--- src/auwc_pkg.sv ---
/*
 * Package for the arbiter and upstream window configuration bank.
 * Holds dword offsets, field positions and reset values.
 * Assumes a configuration access port that presents the byte offset of the dword.
 */
package auwc_pkg;
    localparam logic [7:0]  OFF_ARB_PRIO       = 8'h40;
    localparam logic [7:0]  OFF_EXT_UPWIN      = 8'h48;
    localparam logic [7:0]  OFF_PREEMPT        = 8'h4C;
    localparam logic [7:0]  OFF_UPWIN_BASELIM  = 8'h50;
    localparam logic [7:0]  OFF_UPWIN_BASE_HI  = 8'h54;
    localparam logic [7:0]  OFF_UPWIN_LIMIT_HI = 8'h58;
    localparam int          ARB_REQ_LSB        = 16;
    localparam int          ARB_REQ_MSB        = 24;
    localparam int          ARB_OWN_BIT        = 25;
    localparam int          EXT_FLOW_BIT       = 0;
    localparam int          EXT_PARK_BIT       = 1;
    localparam int          UPWIN_EN_BIT       = 16;
    localparam int          PRE_LSB            = 28;
    localparam int          PRE_MSB            = 31;
    localparam int          BASE_LSB           = 4;
    localparam int          BASE_MSB           = 15;
    localparam int          LIMIT_LSB          = 20;
    localparam int          LIMIT_MSB          = 31;
    localparam logic [8:0]  RST_REQ_PRIO       = 9'h000;
    localparam logic        RST_OWN_PRIO       = 1'b1;
    localparam logic        RST_FLOW_DIS       = 1'b0;
    localparam logic        RST_PARK           = 1'b0;
    localparam logic        RST_UPWIN_EN       = 1'b0;
    localparam logic [3:0]  RST_PREEMPT        = 4'h0;
    localparam logic [11:0] RST_BASE           = 12'h000;
    localparam logic [11:0] RST_LIMIT          = 12'h000;
    localparam logic [31:0] RST_HIGH           = 32'h0000_0000;
    localparam logic [3:0]  ADDR64_CAP         = 4'h1;
    localparam logic [31:0] DATA_ZERO          = 32'h0000_0000;
endpackage : auwc_pkg

--- src/auwc_preempt.sv ---
/*
 * Preemption timer for the secondary arbiter.
 * Assumes a one-cycle pulse marking FRAME assertion by the current master.
 */
`timescale 1ns/1ps
`default_nettype none
module auwc_preempt (
    input  wire logic       i_core_clk,
    input  wire logic       i_rst,
    input  wire logic [3:0] i_code,
    input  wire logic       i_frame_start,
    input  wire logic       i_busy,
    output logic            o_preempt_ok
);
    logic [6:0] cnt;
    logic [6:0] limit;
    logic       running;

    // Code n below 8 maps to 0 for n=0, else 2^(n-1) clocks.
    always_comb begin
        if (i_code[2:0] == 3'h0) begin
            limit = 7'h00;
        end else begin
            limit = 7'(7'h01 << (i_code[2:0] - 3'h1));
        end
    end

    always_ff @(posedge i_core_clk) begin
        if (i_rst || !i_busy) begin
            cnt     <= 7'h00;
            running <= 1'b0;
        end else if (i_frame_start) begin
            cnt     <= 7'h00;
            running <= 1'b1;
        end else if (running && cnt != 7'h7F) begin
            cnt <= cnt + 7'h01;
        end
    end

    // Counting starts at the FRAME pulse, so a zero delay allows preemption at once.
    // The sum is one bit wider so that a saturated count cannot wrap below the limit.
    assign o_preempt_ok = !i_code[3] && i_busy &&
                          ((i_frame_start && limit == 7'h00) ||
                           (running && !i_frame_start &&
                            ({1'b0, cnt} + 8'h01) >= {1'b0, limit}));
endmodule : auwc_preempt
`default_nettype wire

--- src/auwc_bank.sv ---
/*
 * Arbiter, flow-through and upstream memory window configuration bank.
 * Assumes single-cycle configuration writes and reads with byte enables,
 * addressed by the byte offset of the dword, all on the PCI clock.
 */
`timescale 1ns/1ps
`default_nettype none
////////////////////////////////////////////////////////////////////////////////
module auwc_bank (
    input  wire logic        i_core_clk,
    input  wire logic        i_rst,
    input  wire logic        i_cfg_wr,
    input  wire logic        i_cfg_rd,
    input  wire logic [7:0]  i_cfg_addr,
    input  wire logic [3:0]  i_cfg_be,
    input  wire logic [31:0] i_cfg_wdata,
    output logic [31:0]      o_cfg_rdata,
    output logic             o_cfg_hit,
    input  wire logic [63:0] i_sec_addr,
    input  wire logic        i_in_down_window,
    input  wire logic        i_frame_start,
    input  wire logic        i_bus_busy,
    output logic [8:0]       o_req_high_prio,
    output logic             o_own_high_prio,
    output logic             o_flow_thru_dis,
    output logic             o_park_on_bridge,
    output logic             o_preempt_ok,
    output logic             o_upstream_claim
);
    logic [8:0]  req_prio;
    logic        own_prio;
    logic        flow_dis;
    logic        park;
    logic        upwin_en;
    logic [3:0]  preempt;
    logic [11:0] base;
    logic [11:0] limit;
    logic [31:0] base_hi;
    logic [31:0] limit_hi;
    logic [31:0] wmask;
    logic [31:0] rd_word;
    logic        hit;
    logic [63:0] win_lo;
    logic [63:0] win_hi;

    ////////////////////////////////////////////////////////////////////////////
    // Address decode and byte lane mask.
    assign wmask = {{8{i_cfg_be[3]}}, {8{i_cfg_be[2]}}, {8{i_cfg_be[1]}}, {8{i_cfg_be[0]}}};

    always_comb begin
        hit = 1'b1;
        unique case (i_cfg_addr)
            auwc_pkg::OFF_ARB_PRIO,
            auwc_pkg::OFF_EXT_UPWIN,
            auwc_pkg::OFF_PREEMPT,
            auwc_pkg::OFF_UPWIN_BASELIM,
            auwc_pkg::OFF_UPWIN_BASE_HI,
            auwc_pkg::OFF_UPWIN_LIMIT_HI: hit = 1'b1;
            default:                      hit = 1'b0;
        endcase
    end

    ////////////////////////////////////////////////////////////////////////////
    // Arbiter priority word.
    always_ff @(posedge i_core_clk) begin
        if (i_rst) begin
            req_prio <= auwc_pkg::RST_REQ_PRIO;
            own_prio <= auwc_pkg::RST_OWN_PRIO;
        end else if (i_cfg_wr && i_cfg_addr == auwc_pkg::OFF_ARB_PRIO) begin
            if (i_cfg_be[2]) begin
                req_prio[7:0] <= i_cfg_wdata[23:16];
            end
            if (i_cfg_be[3]) begin
                req_prio[8] <= i_cfg_wdata[auwc_pkg::ARB_REQ_MSB];
                own_prio    <= i_cfg_wdata[auwc_pkg::ARB_OWN_BIT];
            end
        end
    end

    ////////////////////////////////////////////////////////////////////////////
    // Extended control and upstream window enable share one dword.
    always_ff @(posedge i_core_clk) begin
        if (i_rst) begin
            flow_dis <= auwc_pkg::RST_FLOW_DIS;
            park     <= auwc_pkg::RST_PARK;
            upwin_en <= auwc_pkg::RST_UPWIN_EN;
        end else if (i_cfg_wr && i_cfg_addr == auwc_pkg::OFF_EXT_UPWIN) begin
            if (i_cfg_be[0]) begin
                flow_dis <= i_cfg_wdata[auwc_pkg::EXT_FLOW_BIT];
                park     <= i_cfg_wdata[auwc_pkg::EXT_PARK_BIT];
            end
            if (i_cfg_be[2]) begin
                upwin_en <= i_cfg_wdata[auwc_pkg::UPWIN_EN_BIT];
            end
        end
    end

    ////////////////////////////////////////////////////////////////////////////
    // Preemption delay code.
    always_ff @(posedge i_core_clk) begin
        if (i_rst) begin
            preempt <= auwc_pkg::RST_PREEMPT;
        end else if (i_cfg_wr && i_cfg_addr == auwc_pkg::OFF_PREEMPT && i_cfg_be[3]) begin
            preempt <= i_cfg_wdata[auwc_pkg::PRE_MSB:auwc_pkg::PRE_LSB];
        end
    end

    ////////////////////////////////////////////////////////////////////////////
    // Upstream window base and limit, low and high halves.
    always_ff @(posedge i_core_clk) begin
        if (i_rst) begin
            base  <= auwc_pkg::RST_BASE;
            limit <= auwc_pkg::RST_LIMIT;
        end else if (i_cfg_wr && i_cfg_addr == auwc_pkg::OFF_UPWIN_BASELIM) begin
            if (i_cfg_be[0]) begin
                base[3:0] <= i_cfg_wdata[7:4];
            end
            if (i_cfg_be[1]) begin
                base[11:4] <= i_cfg_wdata[auwc_pkg::BASE_MSB:8];
            end
            if (i_cfg_be[2]) begin
                limit[3:0] <= i_cfg_wdata[23:auwc_pkg::LIMIT_LSB];
            end
            if (i_cfg_be[3]) begin
                limit[11:4] <= i_cfg_wdata[auwc_pkg::LIMIT_MSB:24];
            end
        end
    end

    always_ff @(posedge i_core_clk) begin
        if (i_rst) begin
            base_hi <= auwc_pkg::RST_HIGH;
        end else if (i_cfg_wr && i_cfg_addr == auwc_pkg::OFF_UPWIN_BASE_HI) begin
            base_hi <= (base_hi & ~wmask) | (i_cfg_wdata & wmask);
        end
    end

    always_ff @(posedge i_core_clk) begin
        if (i_rst) begin
            limit_hi <= auwc_pkg::RST_HIGH;
        end else if (i_cfg_wr && i_cfg_addr == auwc_pkg::OFF_UPWIN_LIMIT_HI) begin
            limit_hi <= (limit_hi & ~wmask) | (i_cfg_wdata & wmask);
        end
    end

    ////////////////////////////////////////////////////////////////////////////
    // Read mux; unlisted bits stay zero.
    always_comb begin
        rd_word = auwc_pkg::DATA_ZERO;
        unique case (i_cfg_addr)
            auwc_pkg::OFF_ARB_PRIO: begin
                rd_word[auwc_pkg::ARB_REQ_MSB:auwc_pkg::ARB_REQ_LSB] = req_prio;
                rd_word[auwc_pkg::ARB_OWN_BIT] = own_prio;
            end
            auwc_pkg::OFF_EXT_UPWIN: begin
                rd_word[auwc_pkg::EXT_FLOW_BIT] = flow_dis;
                rd_word[auwc_pkg::EXT_PARK_BIT] = park;
                rd_word[auwc_pkg::UPWIN_EN_BIT] = upwin_en;
            end
            auwc_pkg::OFF_PREEMPT: begin
                rd_word[auwc_pkg::PRE_MSB:auwc_pkg::PRE_LSB] = preempt;
            end
            auwc_pkg::OFF_UPWIN_BASELIM: begin
                rd_word[3:0]   = auwc_pkg::ADDR64_CAP;
                rd_word[auwc_pkg::BASE_MSB:auwc_pkg::BASE_LSB] = base;
                rd_word[19:16] = auwc_pkg::ADDR64_CAP;
                rd_word[auwc_pkg::LIMIT_MSB:auwc_pkg::LIMIT_LSB] = limit;
            end
            auwc_pkg::OFF_UPWIN_BASE_HI:  rd_word = base_hi;
            auwc_pkg::OFF_UPWIN_LIMIT_HI: rd_word = limit_hi;
            default:                      rd_word = auwc_pkg::DATA_ZERO;
        endcase
    end

    // Read data is registered; it appears the cycle after the read strobe.
    always_ff @(posedge i_core_clk) begin
        if (i_rst) begin
            o_cfg_rdata <= auwc_pkg::DATA_ZERO;
            o_cfg_hit   <= 1'b0;
        end else begin
            o_cfg_hit <= (i_cfg_rd || i_cfg_wr) && hit;
            if (i_cfg_rd) begin
                o_cfg_rdata <= hit ? rd_word : auwc_pkg::DATA_ZERO;
            end
        end
    end

    ////////////////////////////////////////////////////////////////////////////
    // Upstream claim decode.
    assign win_lo = {base_hi, base, 20'h00000};
    assign win_hi = {limit_hi, limit, 20'hFFFFF};

    always_comb begin
        if (upwin_en) begin
            o_upstream_claim = (i_sec_addr >= win_lo) && (i_sec_addr <= win_hi);
        end else begin
            o_upstream_claim = !i_in_down_window;
        end
    end

    assign o_req_high_prio  = req_prio;
    assign o_own_high_prio  = own_prio;
    assign o_flow_thru_dis  = flow_dis;
    assign o_park_on_bridge = park;

    auwc_preempt u_preempt (
        .i_core_clk    (i_core_clk),
        .i_rst         (i_rst),
        .i_code        (preempt),
        .i_frame_start (i_frame_start),
        .i_busy        (i_bus_busy),
        .o_preempt_ok  (o_preempt_ok)
    );
endmodule : auwc_bank
`default_nettype wire

--- config.mk ---
export PLATFORM = sky130hd
export DESIGN_NAME = auwc_bank
export DESIGN_NICKNAME = d
export VERILOG_FILES = /design/src/auwc_pkg.sv /design/src/auwc_preempt.sv /design/src/auwc_bank.sv
export SDC_FILE = /design/constraint.sdc
export NUM_CORES = 1
export LEC_CHECK = 0
export BUFFER_PORTS_ARGS = -buffer_cell sky130_fd_sc_hd__buf_4
export CORE_MARGIN = 3
export CORE_UTILIZATION = 50
export CTS_CLUSTER_SIZE = 16
export DETAILED_ROUTE_END_ITERATION = 10
export GPL_ROUTABILITY_DRIVEN = 1
export GPL_TIMING_DRIVEN = 0
export PLACE_DENSITY = 0.72
export SYNTH_ARGS = -nofsm -noshare
export SYNTH_HDL_FRONTEND = slang
export SYNTH_SLANG_ARGS = --single-unit
--- constraint.sdc ---
create_clock -name i_core_clk -period 5.2 [get_ports i_core_clk]
set_input_delay 0.52 -clock i_core_clk [delete_from_list [all_inputs] [get_ports i_core_clk]]
set_output_delay 0.52 -clock i_core_clk [all_outputs]
set_load 0.02 [all_outputs]
* Yosys cells after proc, flatten, opt, wreduce, memory -nomap -nowiden
Index checks and enable logic that the tools add are counted.
Storage, ports and cells: register bits 146, input bits 115, output and inout port bits 47
Cells by class: $add $sub $neg 3, order comparisons 3, eq/ne operators 7, shift operators 1, multiplexer cells 10, bitwise gates (word level) 6, reduce and logical (&&, ||, !) cells 34
Operators with widths (number):
- AND 32 bit | 3
- >= comparator 64 bit | 1
- less-or-equal comparator 64 bit | 1
- OR 32 bit | 2
- equality test 8 x 7 -> 1 bit (second input constant) | 6
- one-hot mux 14 bit (3 select lines) | 1
- one-hot mux 9 bit (4 select lines) | 1
- 2-to-1 mux 32 bit | 1
- inverter 32 bit | 1
- one-hot mux 4 bit (4 select lines) | 1
- AND reduction 2 bit | 8
- logical AND 1 bit | 15
- adder 7 x 1 -> 8 bit (second input constant) | 1
- >= comparator 8 x 7 -> 1 bit | 1
- one-hot mux 2 bit (4 select lines) | 1
- adder 7 x 1 -> 7 bit (second input constant) | 1
- zero test 7 bit | 1
- 2-to-1 mux 7 bit | 1
- inequality test 7 bit (second input constant) | 1
- << shifter 1 x 3 -> 7 bit (first input constant) | 1
- one-hot mux 2 bit (3 select lines) | 1
- OR reduction 6 bit | 1
- one-hot mux 1 bit (5 select lines) | 1
- zero test 1 bit | 4
- 5 further kinds | 8

* Depth between registers and ports, before layout
depth in word-level cells 7, depth in mapped cells 9, mapped depth without buffers 8

* Cells and area by module
Synthesis repeated with hierarchy kept, for this count alone.
Second synthesis, totals: cell total of the unflattened synthesis 1010, area total of the unflattened synthesis 8534.4 um2
Modules (own cells, without submodules):
- auwc_bank | instances 1, cells an instance 938, area each 7905.1 um2
- auwc_preempt | instances 1, cells an instance 72, area each 629.4 um2

* Least setup slack after synthesis
No wires, ideal clock.
kind input to output, start point input port i_sec_addr[33], end point output port o_upstream_claim, arrival 2.247 ns, required time 4.680 ns, setup slack 2.433 ns, cell stages on the path 7, path buffers 0, path through ha_1 a21o_1 a221o_1 a221o_1 a221oi_1 o221a_2 o22a_1
On the way: cells in the longest elaborated chain, start to end 3
Ends and longest elaborated chain:
- start: declaration | line auwc_bank.sv:19 | input wire logic [63:0] i_sec_addr,
- >= comparator 64 bit / less-or-equal comparator 64 bit (equally long branches) | line auwc_bank.sv:195 | o_upstream_claim = (i_sec_addr >= win_lo) && (i_sec_addr <= win_hi);
- logical AND 1 bit * | line auwc_bank.sv:195
- 2-to-1 mux 1 bit * | line auwc_bank.sv:194 | if (upwin_en) begin
- end: declaration | line auwc_bank.sv:28 | output logic o_upstream_claim
Every way passes the cells marked *; elsewhere a longest branch is shown, timed or not.

==> flow_metrics.tcl <==
set metrics [dict create \
    dieArea_mm2 0.0184 \
    coreArea_mm2 0.0162 \
    vias_per_cell 5.64 \
    hold_path_depth 2 \
    synth_nets 1194 \
    grt-ovfl-total 0 \
    drtAntennaViolNets 0 \
    synth_cells 983 \
    numClockSinks 146 \
    synth_edf_count 0 \
    hpwl_mm 20.3 \
    drtPass1Iterations 5 \
    grt_start_max_net_pins 17 \
    synthDistinctLibCells 58 \
    drive_gt1_frac 0.178 \
    path_clk_slew_ns 0.06 \
    fin_total_pwr_w 0.00257 \
    cp_data_required_time_ns 4.68 \
    outcome "finished, final reports clean" \
    cts_tree "done" \
    setup_viol 0 \
    syn_to_final_growth_pct 23.8 \
    tightest_slew_ns 0.835 \
    avgRoutedWirePerCell_um 18.5 \
    synth_flop_cell "dfxtp_1" \
    fmax_mhz 285 \
    cp-end-kind "output port" \
    final_max_slew_viol_count 0 \
    cts_resized 0 \
    clk_latency_ns 0.43 \
    post-route-min-period_ns 3.51 \
    rsz0062_at_grt "false" \
    track_usage 0.283 \
    fin_crit_sh 0.674 \
    holdBufCountCts 0 \
    antenna_found_initial 0 \
    pin_count 162 \
    cts-root-buf "clkbuf_16" \
    grt_pass1_wl_mm 40.3 \
    relSlewSlack 0.439 \
    crit_type "flip-flop to output port" \
    initial_core_util 0.520 \
    hp-class "input port to flip-flop" \
    place_congestion 0.926 \
    drc 0 \
    rr_worst_depth 7 \
    max-clock-path-buffers 2 \
    first_global_vias 7530 \
    yosysSeqAreaShare 0.347 \
    port_buffers 156 \
    cts_setup_buffers 0 \
    numCtsBuffers 17 \
    async_flop_share 0 \
    syn_area_mm2 0.00841 \
    cp_max_fo 3 \
    setup_tns_ns 0 \
    max_cap_violations 0 \
    die_w_um 136 \
    leakagePower_nw 3.97 \
    drt_iter0_markers 750 \
    syn_area_per_cell_um2 8.56 \
    row_count 46 \
    fin_hold_ws_ns 0.342 \
    die_h_um 136 \
    vdd.ir_drop.worst_mv 0.236 \
    reg2reg_slack_ns 3.24 \
    power_density_mw_per_mm2 246 \
    via_count 7817 \
    ys_ff_latch 146 \
    cts_htree_levels 4 \
    crit_path_start_kind "flip-flop" \
    hold_viol_final 0 \
    final_nets 1369 \
    arrival_ns 2.99 \
    drt_wl_total_mm 25.7 \
    skew_ns 0.00474 \
    n_antenna_cell 0 \
    ys.warnings.count 0 \
]
==> Yosys cell counts, types with 8 or more instances <==
| cell type | number | area [um2] |
|---|---|---|
| ha_1 | 96 | 1200 |
| nor2_1 | 107 | 402 |
| inv_1 | 89 | 334 |
| o21ai_0 | 48 | 240 |
| nor4_1 | 8 | 50.1 |
| clkbuf_1 | 34 | 128 |
| a21o_1 | 8 | 60.1 |
| a22o_1 | 17 | 149 |
| a21oi_1 | 68 | 340 |
| nand2_1 | 105 | 394 |
| nand4_1 | 21 | 131 |
| a221oi_1 | 8 | 70.1 |
| nor2b_1 | 10 | 62.6 |
| nor3_1 | 8 | 40.0 |
| mux2i_1 | 95 | 951 |
| dfxtp_1 | 146 | 2920 |
| nand3_1 | 16 | 80.1 |
==> placed cells by master (no fill, tap or decap), types with 3 or more instances in the layout <==
cell type / n
buf_4: 156
dfxtp_1: 146
nor2_1: 107
nand2_1: 105
ha_1: 96
mux2i_1: 95
inv_1: 89
a21oi_1: 68
o21ai_0: 48
clkbuf_1: 34
nand4_1: 21
a22o_1: 17
clkbuf_16: 17
nand3_1: 16
nor2b_1: 10
a21o_1: 8
nor4_1: 8
nor3_1: 8
a221oi_1: 8
xor2_1: 7
a22oi_1: 7
nand2b_1: 5
a222oi_1: 5
clkinvlp_4: 5
xnor2_1: 4
o21a_1: 4
a211oi_1: 4
nor2_2: 4
nor4_4: 4
o221ai_1: 4
nand3b_1: 3
and4_1: 3
and2_1: 3
a221o_1: 3
clkinv_2: 3
inv_6: 3
clkinv_4: 3
==> power breakdown <==
part	internal [W]	total (W)	switching [W]
Combinational	0.000116	0.000266	0.000149
Clock	0.000660	0.00118	0.000518
Sequential	0.00112	0.00112	0.00000222
Total	0.00190	0.00257	0.000670
==> kinds of logic (layout without fill, tap and decap cells) <==
| group | after synthesis | count (layout) | share of synthesized area |
|---|---|---|---|
| AO/OA/AOI/OAI | 192 | 192 | 0.146 |
| XOR/XNOR | 11 | 11 | 0.0114 |
| adder cells (fa/ha/maj) | 96 | 96 | 0.143 |
| buffers and inverters | 129 | 317 | 0.0587 |
| flip-flops | 146 | 146 | 0.347 |
| multiplexers | 95 | 95 | 0.113 |
| AND/OR/NAND/NOR | 314 | 314 | 0.181 |
==> cell type report <==
| class | instances | area, um2 |
|---|---|---|
| multi-input cells | 708 | 5000 |
| plain buffers | 39 | 156 |
| flip-flops and latches | 146 | 2920 |
| clock inverters | 15 | 135 |
| well taps | 216 | 270 |
| inverters | 90 | 338 |
| clock buffers | 17 | 425 |
| repair buffers | 156 | 1170 |
| fillers | 1408 | 5760 |
==> layer usage <==
layer	part of all wire	vias up	global-route usage	routed length [um]
met2	0.45	341	0.442	11600
met4	0.029	0	0.113	739
met3	0.087	47	0.0613	2240
met1	0.43	3610	0.382	11100
met5	0	-	0	0
li1	-	3819	-	-
==> worst paths after layout <==
check,from,endpoint
max,flip-flop,o_upstream_claim
min reg2reg,o_cfg_rdata[21],o_cfg_rdata[21]
min,i_cfg_wdata[25],o_own_high_prio
max reg2reg,u_preempt.cnt[0],u_preempt.cnt[4]
==> per-stage QoR <==
stage / worst slack (ns) / utilization / cell area (um2) / cells
final: 1.69 / 0.644 / 10400 / 1387
after global routing: 1.65 / 0.644 / 10400 / 1387
after CTS: 1.74 / 0.644 / 10400 / 1387
after detailed placement: 1.94 / 0.609 / 9860 / 1355
after global placement: 1.94 / 0.609 / 9860 / 1355
after floorplan: 2.43 / - / 8410 / 983
==> critical path, stage by stage, from the launching register on <==
cell,delay [ns]
dfxtp_1,0.35
inv_1,0.05
ha_1,0.28
a21o_1,0.18
a221o_1,0.33
a221o_1,0.44
a221oi_1,0.32
o221a_2,0.25
o22a_1,0.18
buf_4,0.16
Power figures use the tool's default switching activity.
